## src/core/pcc_defines.vh

```
// constants for the socket control-signal block
`ifndef PCC_DEFINES_VH
`define PCC_DEFINES_VH
// battery condition codes
`define PCC_BATT_GOOD      2'h0
`define PCC_BATT_WEAK      2'h1
`define PCC_BATT_LOST      2'h2
// cycle kinds on the command port
`define PCC_CYC_IDLE       3'h0
`define PCC_CYC_IO_RD      3'h1
`define PCC_CYC_IO_WR      3'h2
`define PCC_CYC_DMA_RD     3'h3
`define PCC_CYC_DMA_WR     3'h4
// sequencer states
`define PCC_ST_IDLE        2'h0
`define PCC_ST_SETUP       2'h1
`define PCC_ST_STROBE      2'h2
`define PCC_ST_HOLD        2'h3
// timing counts in clock cycles
`define PCC_SETUP_CYC      4'h2
`define PCC_STROBE_CYC     4'h4
`define PCC_HOLD_CYC       4'h1
`endif

```

## src/core/pcc_sync.v

```verilog
// two-flop synchroniser bank for card status inputs
`timescale 1ns/1ps
module pcc_sync
#(
    parameter WIDTH = 8,
    parameter [WIDTH-1:0] INIT = {WIDTH{1'b1}}
)
(
    // clock and reset
    input  wire             i_clk,
    input  wire             i_resetn,
    // raw and synchronised levels
    input  wire [WIDTH-1:0] i_async,
    output wire [WIDTH-1:0] o_sync
);
    reg [WIDTH-1:0] meta_r;
    reg [WIDTH-1:0] sync_r;
    genvar g;
    generate
        for (g = 0; g < WIDTH; g = g + 1)
        begin : g_bit
            always @(posedge i_clk or negedge i_resetn)
            begin
                if (!i_resetn)
                begin
                    meta_r[g] <= INIT[g];
                    sync_r[g] <= INIT[g];
                end
                else
                begin
                    meta_r[g] <= i_async[g];
                    sync_r[g] <= meta_r[g];
                end
            end
        end
    endgenerate
    assign o_sync = sync_r;
endmodule // pcc_sync

```

## src/core/pcc_ctrl.v

```verilog
// control-signal logic for one 16-bit card socket
`timescale 1ns/1ps
`include "pcc_defines.vh"
////////////////////////////////////////////////////////////////////////////
// Contract
// - both battery lines high good; b low weak; a low lost. code reports good in i/o mode.
// - card audio merged into one speaker output, only in i/o mode.
// - both card-detect lines low means card present; reported as status.
// - even_byte_enable selects even bytes, odd_byte_enable odd bytes.
// - in dma mode input_acknowledge may act as the dma request strobe.
// - io read strobe asserted during host i/o read cycles.
// - io read strobe is the dma write strobe, card to memory.
// - io write strobe driven low during host i/o write cycles.
// - io write strobe is the dma strobe, memory to card.
// - dma acknowledge asserted with the read or write strobe in dma.
module pcc_ctrl
(
    // clock and reset
    input  wire       i_ref_clk,
    input  wire       i_resetn,
    // socket configuration
    input  wire       i_io_mode,
    input  wire       i_dma_mode,
    input  wire       i_dma_req_sel,
    input  wire       i_other_audio,
    // host cycle request
    input  wire       i_cyc_valid,
    input  wire [2:0] i_cyc_kind,
    input  wire       i_cyc_addr0,
    input  wire       i_cyc_wide,
    // card status pins, active low where named so
    input  wire       i_battery_detect_a,
    input  wire       i_battery_detect_b,
    input  wire       i_card_detect_a_n,
    input  wire       i_card_detect_b_n,
    input  wire       i_input_acknowledge_n,
    // card strobes, active low
    output reg        o_even_byte_enable_n,
    output reg        o_odd_byte_enable_n,
    output reg        o_io_read_strobe_n,
    output reg        o_io_write_strobe_n,
    output reg        o_dma_acknowledge_n,
    // status back to host
    output reg        o_cyc_busy,
    output reg        o_cyc_done,
    output reg        o_input_ack_seen,
    output reg        o_card_present,
    output reg  [1:0] o_card_detect,
    output reg  [1:0] o_battery_state,
    output reg        o_ring_indicate,
    output reg        o_status_change_line,
    output reg        o_dma_request,
    output reg        o_merged_audio_out
);
////////////////////////////////////////////////////////////////////////////
    wire [4:0] sync_w;
    // inputs reset to idle levels: no card, battery good
    pcc_sync #(.WIDTH(5), .INIT(5'h1f)) u_sync
    (
        .i_clk    (i_ref_clk),
        .i_resetn (i_resetn),
        .i_async  ({i_input_acknowledge_n, i_card_detect_b_n,
                    i_card_detect_a_n, i_battery_detect_b,
                    i_battery_detect_a}),
        .o_sync   (sync_w)
    );
    wire bat_a_w  = sync_w[0];
    wire bat_b_w  = sync_w[1];
    wire cd_w     = ~sync_w[2] & ~sync_w[3];
    wire ack_in_w = ~sync_w[4];
////////////////////////////////////////////////////////////////////////////
    // status decode
    reg  [1:0] batt_nxt;
    reg        req_nxt;
    always @*
    begin
        if (!bat_a_w)
            batt_nxt = `PCC_BATT_LOST;
        else if (!bat_b_w)
            batt_nxt = `PCC_BATT_WEAK;
        else
            batt_nxt = `PCC_BATT_GOOD;
        // request source picked by socket setup
        if (!i_dma_mode)
            req_nxt = 1'b0;
        else if (i_dma_req_sel)
            req_nxt = ack_in_w;
        else
            req_nxt = ~bat_b_w;
    end
    reg bat_a_q_r;
    always @(posedge i_ref_clk or negedge i_resetn)
    begin
        if (!i_resetn)
        begin
            o_card_present       <= 1'b0;
            o_card_detect        <= 2'h3;
            o_battery_state      <= `PCC_BATT_GOOD;
            o_ring_indicate      <= 1'b0;
            o_status_change_line <= 1'b0;
            o_dma_request        <= 1'b0;
            o_merged_audio_out   <= 1'b0;
            bat_a_q_r            <= 1'b1;
        end
        else
        begin
            o_card_present  <= cd_w;
            o_card_detect   <= sync_w[3:2];
            // status-change and ring share the first battery pin
            o_battery_state <= i_io_mode ? `PCC_BATT_GOOD : batt_nxt;
            o_ring_indicate <= i_io_mode & cd_w & ~bat_a_w;
            bat_a_q_r       <= bat_a_w;
            // falling edge of synchronised pin marks a change event
            o_status_change_line <= i_io_mode & cd_w & bat_a_q_r
                                    & ~bat_a_w;
            o_dma_request   <= cd_w & req_nxt;
            // audio honoured only for a present card in i/o mode
            o_merged_audio_out <= (i_io_mode & cd_w & ~i_dma_mode & bat_b_w)
                                  ^ i_other_audio;
        end
    end
////////////////////////////////////////////////////////////////////////////
    // strobe sequencer: setup, strobe, hold
    reg [1:0] st_r;
    reg [1:0] st_nxt;
    reg [3:0] cnt_r;
    reg [3:0] cnt_nxt;
    reg [2:0] kind_r;
    reg       even_r;
    reg       odd_r;
    always @*
    begin
        st_nxt  = st_r;
        cnt_nxt = cnt_r;
        case (st_r)
            `PCC_ST_IDLE:
                if (i_cyc_valid && cd_w && i_cyc_kind != `PCC_CYC_IDLE
                    && i_cyc_kind <= `PCC_CYC_DMA_WR)
                begin
                    st_nxt  = `PCC_ST_SETUP;
                    cnt_nxt = `PCC_SETUP_CYC;
                end
            `PCC_ST_SETUP:
                if (cnt_r <= 4'h1)
                begin
                    st_nxt  = `PCC_ST_STROBE;
                    cnt_nxt = `PCC_STROBE_CYC;
                end
                else
                    cnt_nxt = cnt_r - 4'h1;
            `PCC_ST_STROBE:
                if (cnt_r <= 4'h1)
                begin
                    st_nxt  = `PCC_ST_HOLD;
                    cnt_nxt = `PCC_HOLD_CYC;
                end
                else
                    cnt_nxt = cnt_r - 4'h1;
            `PCC_ST_HOLD:
                if (cnt_r <= 4'h1)
                    st_nxt = `PCC_ST_IDLE;
                else
                    cnt_nxt = cnt_r - 4'h1;
            default:
                st_nxt = `PCC_ST_IDLE;
        endcase
    end
    wire start_w  = (st_r == `PCC_ST_IDLE) && (st_nxt == `PCC_ST_SETUP);
    wire strobe_w = (st_nxt == `PCC_ST_STROBE);
    wire active_w = (st_nxt != `PCC_ST_IDLE);
    wire is_dma_w = (kind_r == `PCC_CYC_DMA_RD) ||
                    (kind_r == `PCC_CYC_DMA_WR);
    always @(posedge i_ref_clk or negedge i_resetn)
    begin
        if (!i_resetn)
        begin
            st_r                 <= `PCC_ST_IDLE;
            cnt_r                <= 4'h0;
            kind_r               <= `PCC_CYC_IDLE;
            even_r               <= 1'b0;
            odd_r                <= 1'b0;
            o_even_byte_enable_n <= 1'b1;
            o_odd_byte_enable_n  <= 1'b1;
            o_io_read_strobe_n   <= 1'b1;
            o_io_write_strobe_n  <= 1'b1;
            o_dma_acknowledge_n  <= 1'b1;
            o_cyc_busy           <= 1'b0;
            o_cyc_done           <= 1'b0;
            o_input_ack_seen     <= 1'b0;
        end
        else
        begin
            st_r  <= st_nxt;
            cnt_r <= cnt_nxt;
            if (start_w)
            begin
                kind_r <= i_cyc_kind;
                // wide access takes both lanes, else the one addr0 names
                even_r <= i_cyc_wide | ~i_cyc_addr0;
                odd_r  <= i_cyc_wide | i_cyc_addr0;
            end
            o_cyc_busy <= active_w;
            o_cyc_done <= (st_r == `PCC_ST_HOLD) &&
                          (st_nxt == `PCC_ST_IDLE);
            // byte enables span the last setup cycle through hold
            o_even_byte_enable_n <= ~(active_w & ~start_w & even_r);
            o_odd_byte_enable_n  <= ~(active_w & ~start_w & odd_r);
            o_io_read_strobe_n   <= ~(strobe_w &
                ((kind_r == `PCC_CYC_IO_RD)
                 | (kind_r == `PCC_CYC_DMA_WR)));
            o_io_write_strobe_n  <= ~(strobe_w &
                ((kind_r == `PCC_CYC_IO_WR)
                 | (kind_r == `PCC_CYC_DMA_RD)));
            // acknowledge frames the dma cycle from the last setup cycle through hold
            o_dma_acknowledge_n  <= ~(active_w & ~start_w
                                      & is_dma_w);
            // only meaningful in a host read; card owns its timing
            if (start_w)
                o_input_ack_seen <= 1'b0;
            else if (strobe_w && kind_r == `PCC_CYC_IO_RD && ack_in_w)
                o_input_ack_seen <= 1'b1;
        end
    end
endmodule // pcc_ctrl

```

## config.mk

```make
export PLATFORM = sky130hd
export DESIGN_NAME = pcc_ctrl
export DESIGN_NICKNAME = d
export VERILOG_FILES = /design/src/core/pcc_sync.v /design/src/core/pcc_ctrl.v
export VERILOG_INCLUDE_DIRS = /design/src /design/src/core
export SDC_FILE = /design/constraint.sdc
export NUM_CORES = 1
export LEC_CHECK = 0
export ABC_AREA = 1
export ABC_CLOCK_PERIOD_IN_PS = 2080
export CORE_MARGIN = 2
export CORE_UTILIZATION = 35
export DETAILED_ROUTE_END_ITERATION = 8
export DONT_BUFFER_PORTS = 1
export GPL_TIMING_DRIVEN = 0
export PLACE_DENSITY = 0.5
export SLEW_MARGIN = 10
export SYNTH_ARGS = -nofsm -noshare
export SYNTH_HDL_FRONTEND = slang
export SYNTH_SLANG_ARGS = --single-unit
```

## constraint.sdc

```tcl
create_clock -name i_ref_clk -period 2.08 [get_ports i_ref_clk]
set_clock_uncertainty 0.1 [all_clocks]
set_input_delay 0.416 -clock i_ref_clk [delete_from_list [all_inputs] [get_ports i_ref_clk]]
set_output_delay 0.416 -clock i_ref_clk [all_outputs]
set_load 0.01 [all_outputs]
```

* Word level (Yosys, flattened, before mapping)
Index checks and enable logic that the tools add are counted.
Storage, ports and cells: bits of input ports 17, register bits 39
Operators by class: add/subtract/negate cells 1, eq/ne operators 11, reduce and logical (&&, ||, !) cells 14, mux-type cells 17, bitwise operators 32, $lt $le $gt $ge 2
Operator list (number):
- $mux W4 | 4
- $pmux W4 S4 | 1
- $and A1 B1 Y1 | 14
- $not A1 Y1 | 13
- $mux W2 | 6
- $pmux W2 S4 | 1
- $logic_and A1 B1 Y1 | 7
- $eq A2 B2 Y1 const B | 3
- $eq A3 B2 Y1 const B | 2
- $mux W1 | 5
- $eq A2 B1 Y1 const B | 2
- $le A4 B1 Y1 const B | 1
- $logic_not A2 Y1 | 2
- $ne A2 B2 Y1 const B | 2
- $or A1 B1 Y1 | 4
- $reduce_bool A2 Y1 | 2
- $sub A4 B1 Y4 const B | 1
- $eq A3 B1 Y1 const B | 1
- $eq A3 B3 Y1 const B | 1
- $le A3 B3 Y1 const B | 1
- $reduce_bool A3 Y1 | 1
- $reduce_and A2 Y1 | 1
- $logic_or A1 B1 Y1 | 1
- $xor A1 B1 Y1 | 1

* Depth between registers and ports, before layout
word-level depth 13, depth in mapped cells 11, mapped depth without buffers 11

* Cells and area by module
From an unflattened synthesis, not the netlist that was laid out.
Unflattened totals: cell total of the unflattened synthesis 147, area total of the unflattened synthesis 1567.8 µm²
By module, submodules not included:
- pcc_ctrl | instances 1, area each 1305.0 µm², cells an instance 137, sequential area each 735.7 µm²
- pcc_sync | instances 1, area each 262.8 µm², cells an instance 10, sequential area each 262.8 µm²

* Worst setup path after synthesis
Ideal clock, no wire load.
kind reg-to-reg, from register cnt_r[0], to register cnt_r[1], setup slack 0.571 ns, data arrival time 1.292 ns, stages on the path, launching flop included 10, library setup time 0.117 ns, cells stage by stage dfrtp_1 -> inv_1 -> ha_1 -> inv_1 -> nand2_1 -> nand2_2 -> o21ai_0 -> nor3_1 -> o21ai_1 -> inv_1
On the way: cells in the longest elaborated chain, start to end 3
Ends and longest elaborated chain:
- from (decl) | RTL line pcc_ctrl.v:126 | reg [3:0] cnt_r;
- from (signal assigned) | RTL line pcc_ctrl.v:194 | cnt_r <= cnt_nxt;
- $sub A4 B1 Y4 / $le A4 B1 Y1 (equally long branches)
- $mux W4, or another cell as far along | RTL line pcc_ctrl.v:160 | if (cnt_r <= 4'h1)
- $pmux W4 S4 / $reduce_and A2 Y1 (equally long branches)
Several ways; a longest one is shown, not always the timed one. The select of a mux whose other input is x is not followed. A chain may end at the register's enable or synchronous reset.

* Worst setup path in the final report
Same ends and word-level chain as after synthesis.

==> impl_table.tex <==
\begin{tabular}{lr}
\hline
Metric & Value \\
\hline
\multicolumn{2}{l}{\textbf{Clocking}} \\
Number of levels in the clock H-tree & 2 \\
Clock Root Buffer & sky130\_fd\_sc\_hd\_\_clkbuf\_8 \\
Number of resized instances in the post-cts repair step & 0 \\
Inserted Clock Buffers & 5 \\
CTS tree & done \\
Maximum count of clock buffers along a single path & 2 \\
Post-CTS setup buffer count & 0 \\
Insertion delay of the later-clocked pin in the worst-skew pair & 0.28 ns \\
Total clock sinks & 39 \\
Clock transition at the registers of the reported paths & 0.07 ns \\
\multicolumn{2}{l}{\textbf{Die}} \\
Ports placed on the boundary & 34 \\
Core Box Area & 0.004324 mm\^{}2 \\
Core Rows & 24 \\
Starting Density & 0.3631 \\
Floorplan die width & 70.98 um \\
Area enclosed by the die boundary & 0.005038 mm\^{}2 \\
Vertical die dimension & 70.98 um \\
\multicolumn{2}{l}{\textbf{Global route}} \\
Number of antenna violations at the first check in global routing & 0 \\
Largest net degree at the start of global routing & 40 \\
Total track usage & 0.1178 \\
Wire length of the first global-routing pass & 4.588 mm \\
Global-route met1 utilization & 0.1498 \\
Global-route track usage on met2 & 0.1828 \\
Vias in the first global route & 996 \\
Leftover overflow at the end of global routing & 0 \\
Met3 capacity usage during global routing & 0.04558 \\
Most heavily used metal layer in global routing & met2 \\
\multicolumn{2}{l}{\textbf{Finish}} \\
Number of nets in the layout & 176 \\
Share of post-route cells with drive strength above 1 & 0.2848 \\
Leading cell types in the layout, fill and taps excluded & sky130\_fd\_sc\_hd\_\_inv\_1 (27), sky130\_fd\_sc\_hd\_\_nand2\_1 (24), sky130\_fd\_sc\_hd\_\_dfrtp\_1 (21) \\
Final design instance area without fill & 0.001808 mm\^{}2 \\
Syn-to-layout area delta & 15.14\% \\
Most common cell after layout, fill and taps aside & sky130\_fd\_sc\_hd\_\_inv\_1 \\
N\_diodes & 0 \\
Number of standard cells in the final layout excluding fillers & 210 \\
\multicolumn{2}{l}{\textbf{Routing}} \\
Routed wire length per instance & 12.70 um \\
Antenna-violating nets left & 0 \\
Number of DRC violations after detailed routing & 0 \\
Total wire length after detailed routing & 2.668 mm \\
First-pass detailed-route iteration total & 4 \\
Routed via count divided by cell count & 4.643 \\
Via total after detailed routing & 975 \\
Initial DRC Count & 39 \\
\multicolumn{2}{l}{\textbf{Critical path}} \\
Worst setup path startpoint & cnt\_r[0] \\
WS Path Type & flop to flop \\
Crit end category & flop \\
Endpoint arrival time on the critical path & 1.79 ns \\
Reg-to-reg critical path startpoint & cnt\_r[0] \\
Critical Path Source Type & flop \\
WP data required & 2.16 ns \\
Maximum fanout count along the critical path & 5 \\
\multicolumn{2}{l}{\textbf{Synth}} \\
Xor/xnor share of the synthesized area & 0.01116 \\
Area fraction in compound gates after synthesis & 0.07649 \\
Post-Synthesis Mean Instance Area & 10.68 um\^{}2 \\
Fraction of the yosys area taken by sequential cells & 0.6359 \\
Number of synthesis warnings & 0 \\
Number of nets in the synthesized netlist & 166 \\
Number of distinct library cell variants in the gate-level netlist after synthesis & 29 \\
Cell area after synthesis & 0.001570 mm\^{}2 \\
Simple-gate share of the synthesized area & 0.1873 \\
Dominant combinational cell family by area after synthesis & simple AND/OR/NAND/NOR gates \\
Multiplexer share of the synthesized area & 0 \\
Number of synthesized register bits & 39 \\
Post-synthesis cell count & 147 \\
Fraction of the mapped netlist area in adder cells & 0.01594 \\
\multicolumn{2}{l}{\textbf{Pwr}} \\
Worst vdd rail ir drop & 0.6613 mV \\
Pwr/cell area & 1446 mW/mm\^{}2 \\
Leak pwr & 0.8770 nW \\
\multicolumn{2}{l}{\textbf{Placement}} \\
Standard cell area after detailed placement & 0.001635 mm\^{}2 \\
Number of port buffers & 0 \\
Gp weighted congestion & 0.7513 \\
Placed Instances & 199 \\
DPL Wire Length & 1.993 mm \\
Worst slack, placed & 0.3817 ns \\
\multicolumn{2}{l}{\textbf{STA}} \\
Worst hold slack after final layout & 0.02401 ns \\
Period utilization & 0.8204 \\
Worst Tran Pin Value & 0.4994 ns \\
Relative slew slack & 0.6585 \\
Final number of max-transition violations & 0 \\
Unrepaired setup endpoints after global routing & false \\
Fmax & 586.0 MHz \\
Count of endpoints failing hold in the final timing report & 0 \\
Total negative setup slack & 0 ns \\
Time the worst path needs with I/O delays and setup & 1.707 ns \\
Number of failing setup endpoints in the final timing report & 0 \\
Minimum setup slack in the final design & 0.3735 ns \\
\multicolumn{2}{l}{\textbf{Hold path}} \\
Worst Hold Class & input port to flop \\
HP Start & i\_input\_acknowledge\_n \\
\multicolumn{2}{l}{\textbf{Run}} \\
Number of violations of the max-capacitance limit & 0 \\
\multicolumn{2}{l}{\textbf{Status}} \\
Status & complete, no violations \\
\hline
\end{tabular}
[worst max-delay path, cell delays in order (launching register included)]
cell and delay [ns]:
sky130_fd_sc_hd__dfrtp_1 0.39, sky130_fd_sc_hd__inv_1 0.15, sky130_fd_sc_hd__ha_1 0.20, sky130_fd_sc_hd__inv_1 0.05
sky130_fd_sc_hd__nand2_1 0.14, sky130_fd_sc_hd__nand2_2 0.10, sky130_fd_sc_hd__o21ai_0 0.22, sky130_fd_sc_hd__nor3_1 0.07
sky130_fd_sc_hd__o21ai_1 0.13, sky130_fd_sc_hd__inv_1 0.05
[sequential cells by signal, indices dropped and copies added, names as in the netlist, 2 cells and up]
name             count
u_sync.meta_r        5
u_sync.o_sync        5
cnt_r                4
kind_r               3
o_battery_state      2
o_card_detect        2
st_r                 2
[power breakdown]
group | internal [W] | switching, W
logic | 0.000267 | 0.000477
clock network | 0.000479 | 0.000247
registers | 0.000976 | 0.000169
total | 0.00172 | 0.000892
[area by class of cell]
cell class              count  area, um^2
flip-flops and latches     39       998.5
inverters                  30       115.1
clock buffers               6       72.57
repair buffers              3       40.04
clock inverters             2       60.06
well taps                  52       65.06
fillers                   434        2516
multi-input cells          78       456.7
[cell families (layout without fill, tap and decap cells)]
family,after synthesis,count (layout)
compound gates,18,18
xor+xnor,2,2
fa+ha+maj,2,2
buf+inv,30,41
flops,39,39
simple gates,56,56
[synthesized netlist by cell type (all sizes together)]
| cell | instances | area share |
|---|---|---|
| nor3 | 2 | 0.0064 |
| nor2 | 13 | 0.042 |
| o21ai | 11 | 0.040 |
| a21oi | 2 | 0.0088 |
| a2111oi | 1 | 0.0056 |
| ha | 2 | 0.016 |
| o22ai | 1 | 0.0080 |
| nand2 | 29 | 0.077 |
| nand3 | 8 | 0.032 |
| xor2 | 1 | 0.0056 |
| xnor2 | 1 | 0.0056 |
| o2111ai | 1 | 0.0056 |
| clkinv | 2 | 0.0064 |
| dfstp | 18 | 0.30 |
| nand4 | 4 | 0.029 |
| o211ai | 1 | 0.0048 |
| dfrtp | 21 | 0.33 |
| a31oi | 1 | 0.0040 |
| inv | 28 | 0.067 |
[stage by stage]
| step | utilization | total power (W) |
|---|---|---|
| 3_5_place_dp | 0.3782 | 0.001883 |
| 3_3_place_gp | 0.3782 | 0.001872 |
| 4_1_cts | 0.4158 | 0.002645 |
| 2_1_floorplan | - | 0.001726 |
| 6_report | 0.4181 | 0.002615 |
| 5_1_grt | 0.4181 | 0.002800 |
[final timing paths]
check / cells after the start / endpoint / slack (ns)
max: 9 / cnt_r[1] / 0.37
min: 0 / u_sync.meta_r[4] / 0.02
max reg2reg: 9 / cnt_r[1] / 0.37
min reg2reg: 0 / u_sync.o_sync[4] / 0.26
max in group asynchronous: 2 / u_sync.o_sync[2] / 1.14
min in group asynchronous: 2 / o_cyc_busy / 0.49
[metal layers]
metal	wire, um	share of wire
met1	1236	0.46
met2	1249	0.47
met3	149	0.056
met4	33	0.012
met5	0	0
[what timing repair did]
item,in CTS,in global routing
setup endpoints to repair,0,0
hold buffers,2,1
endpoints found under the hold margin,39,1
Note: power is estimated with default switching activity, not from simulation.
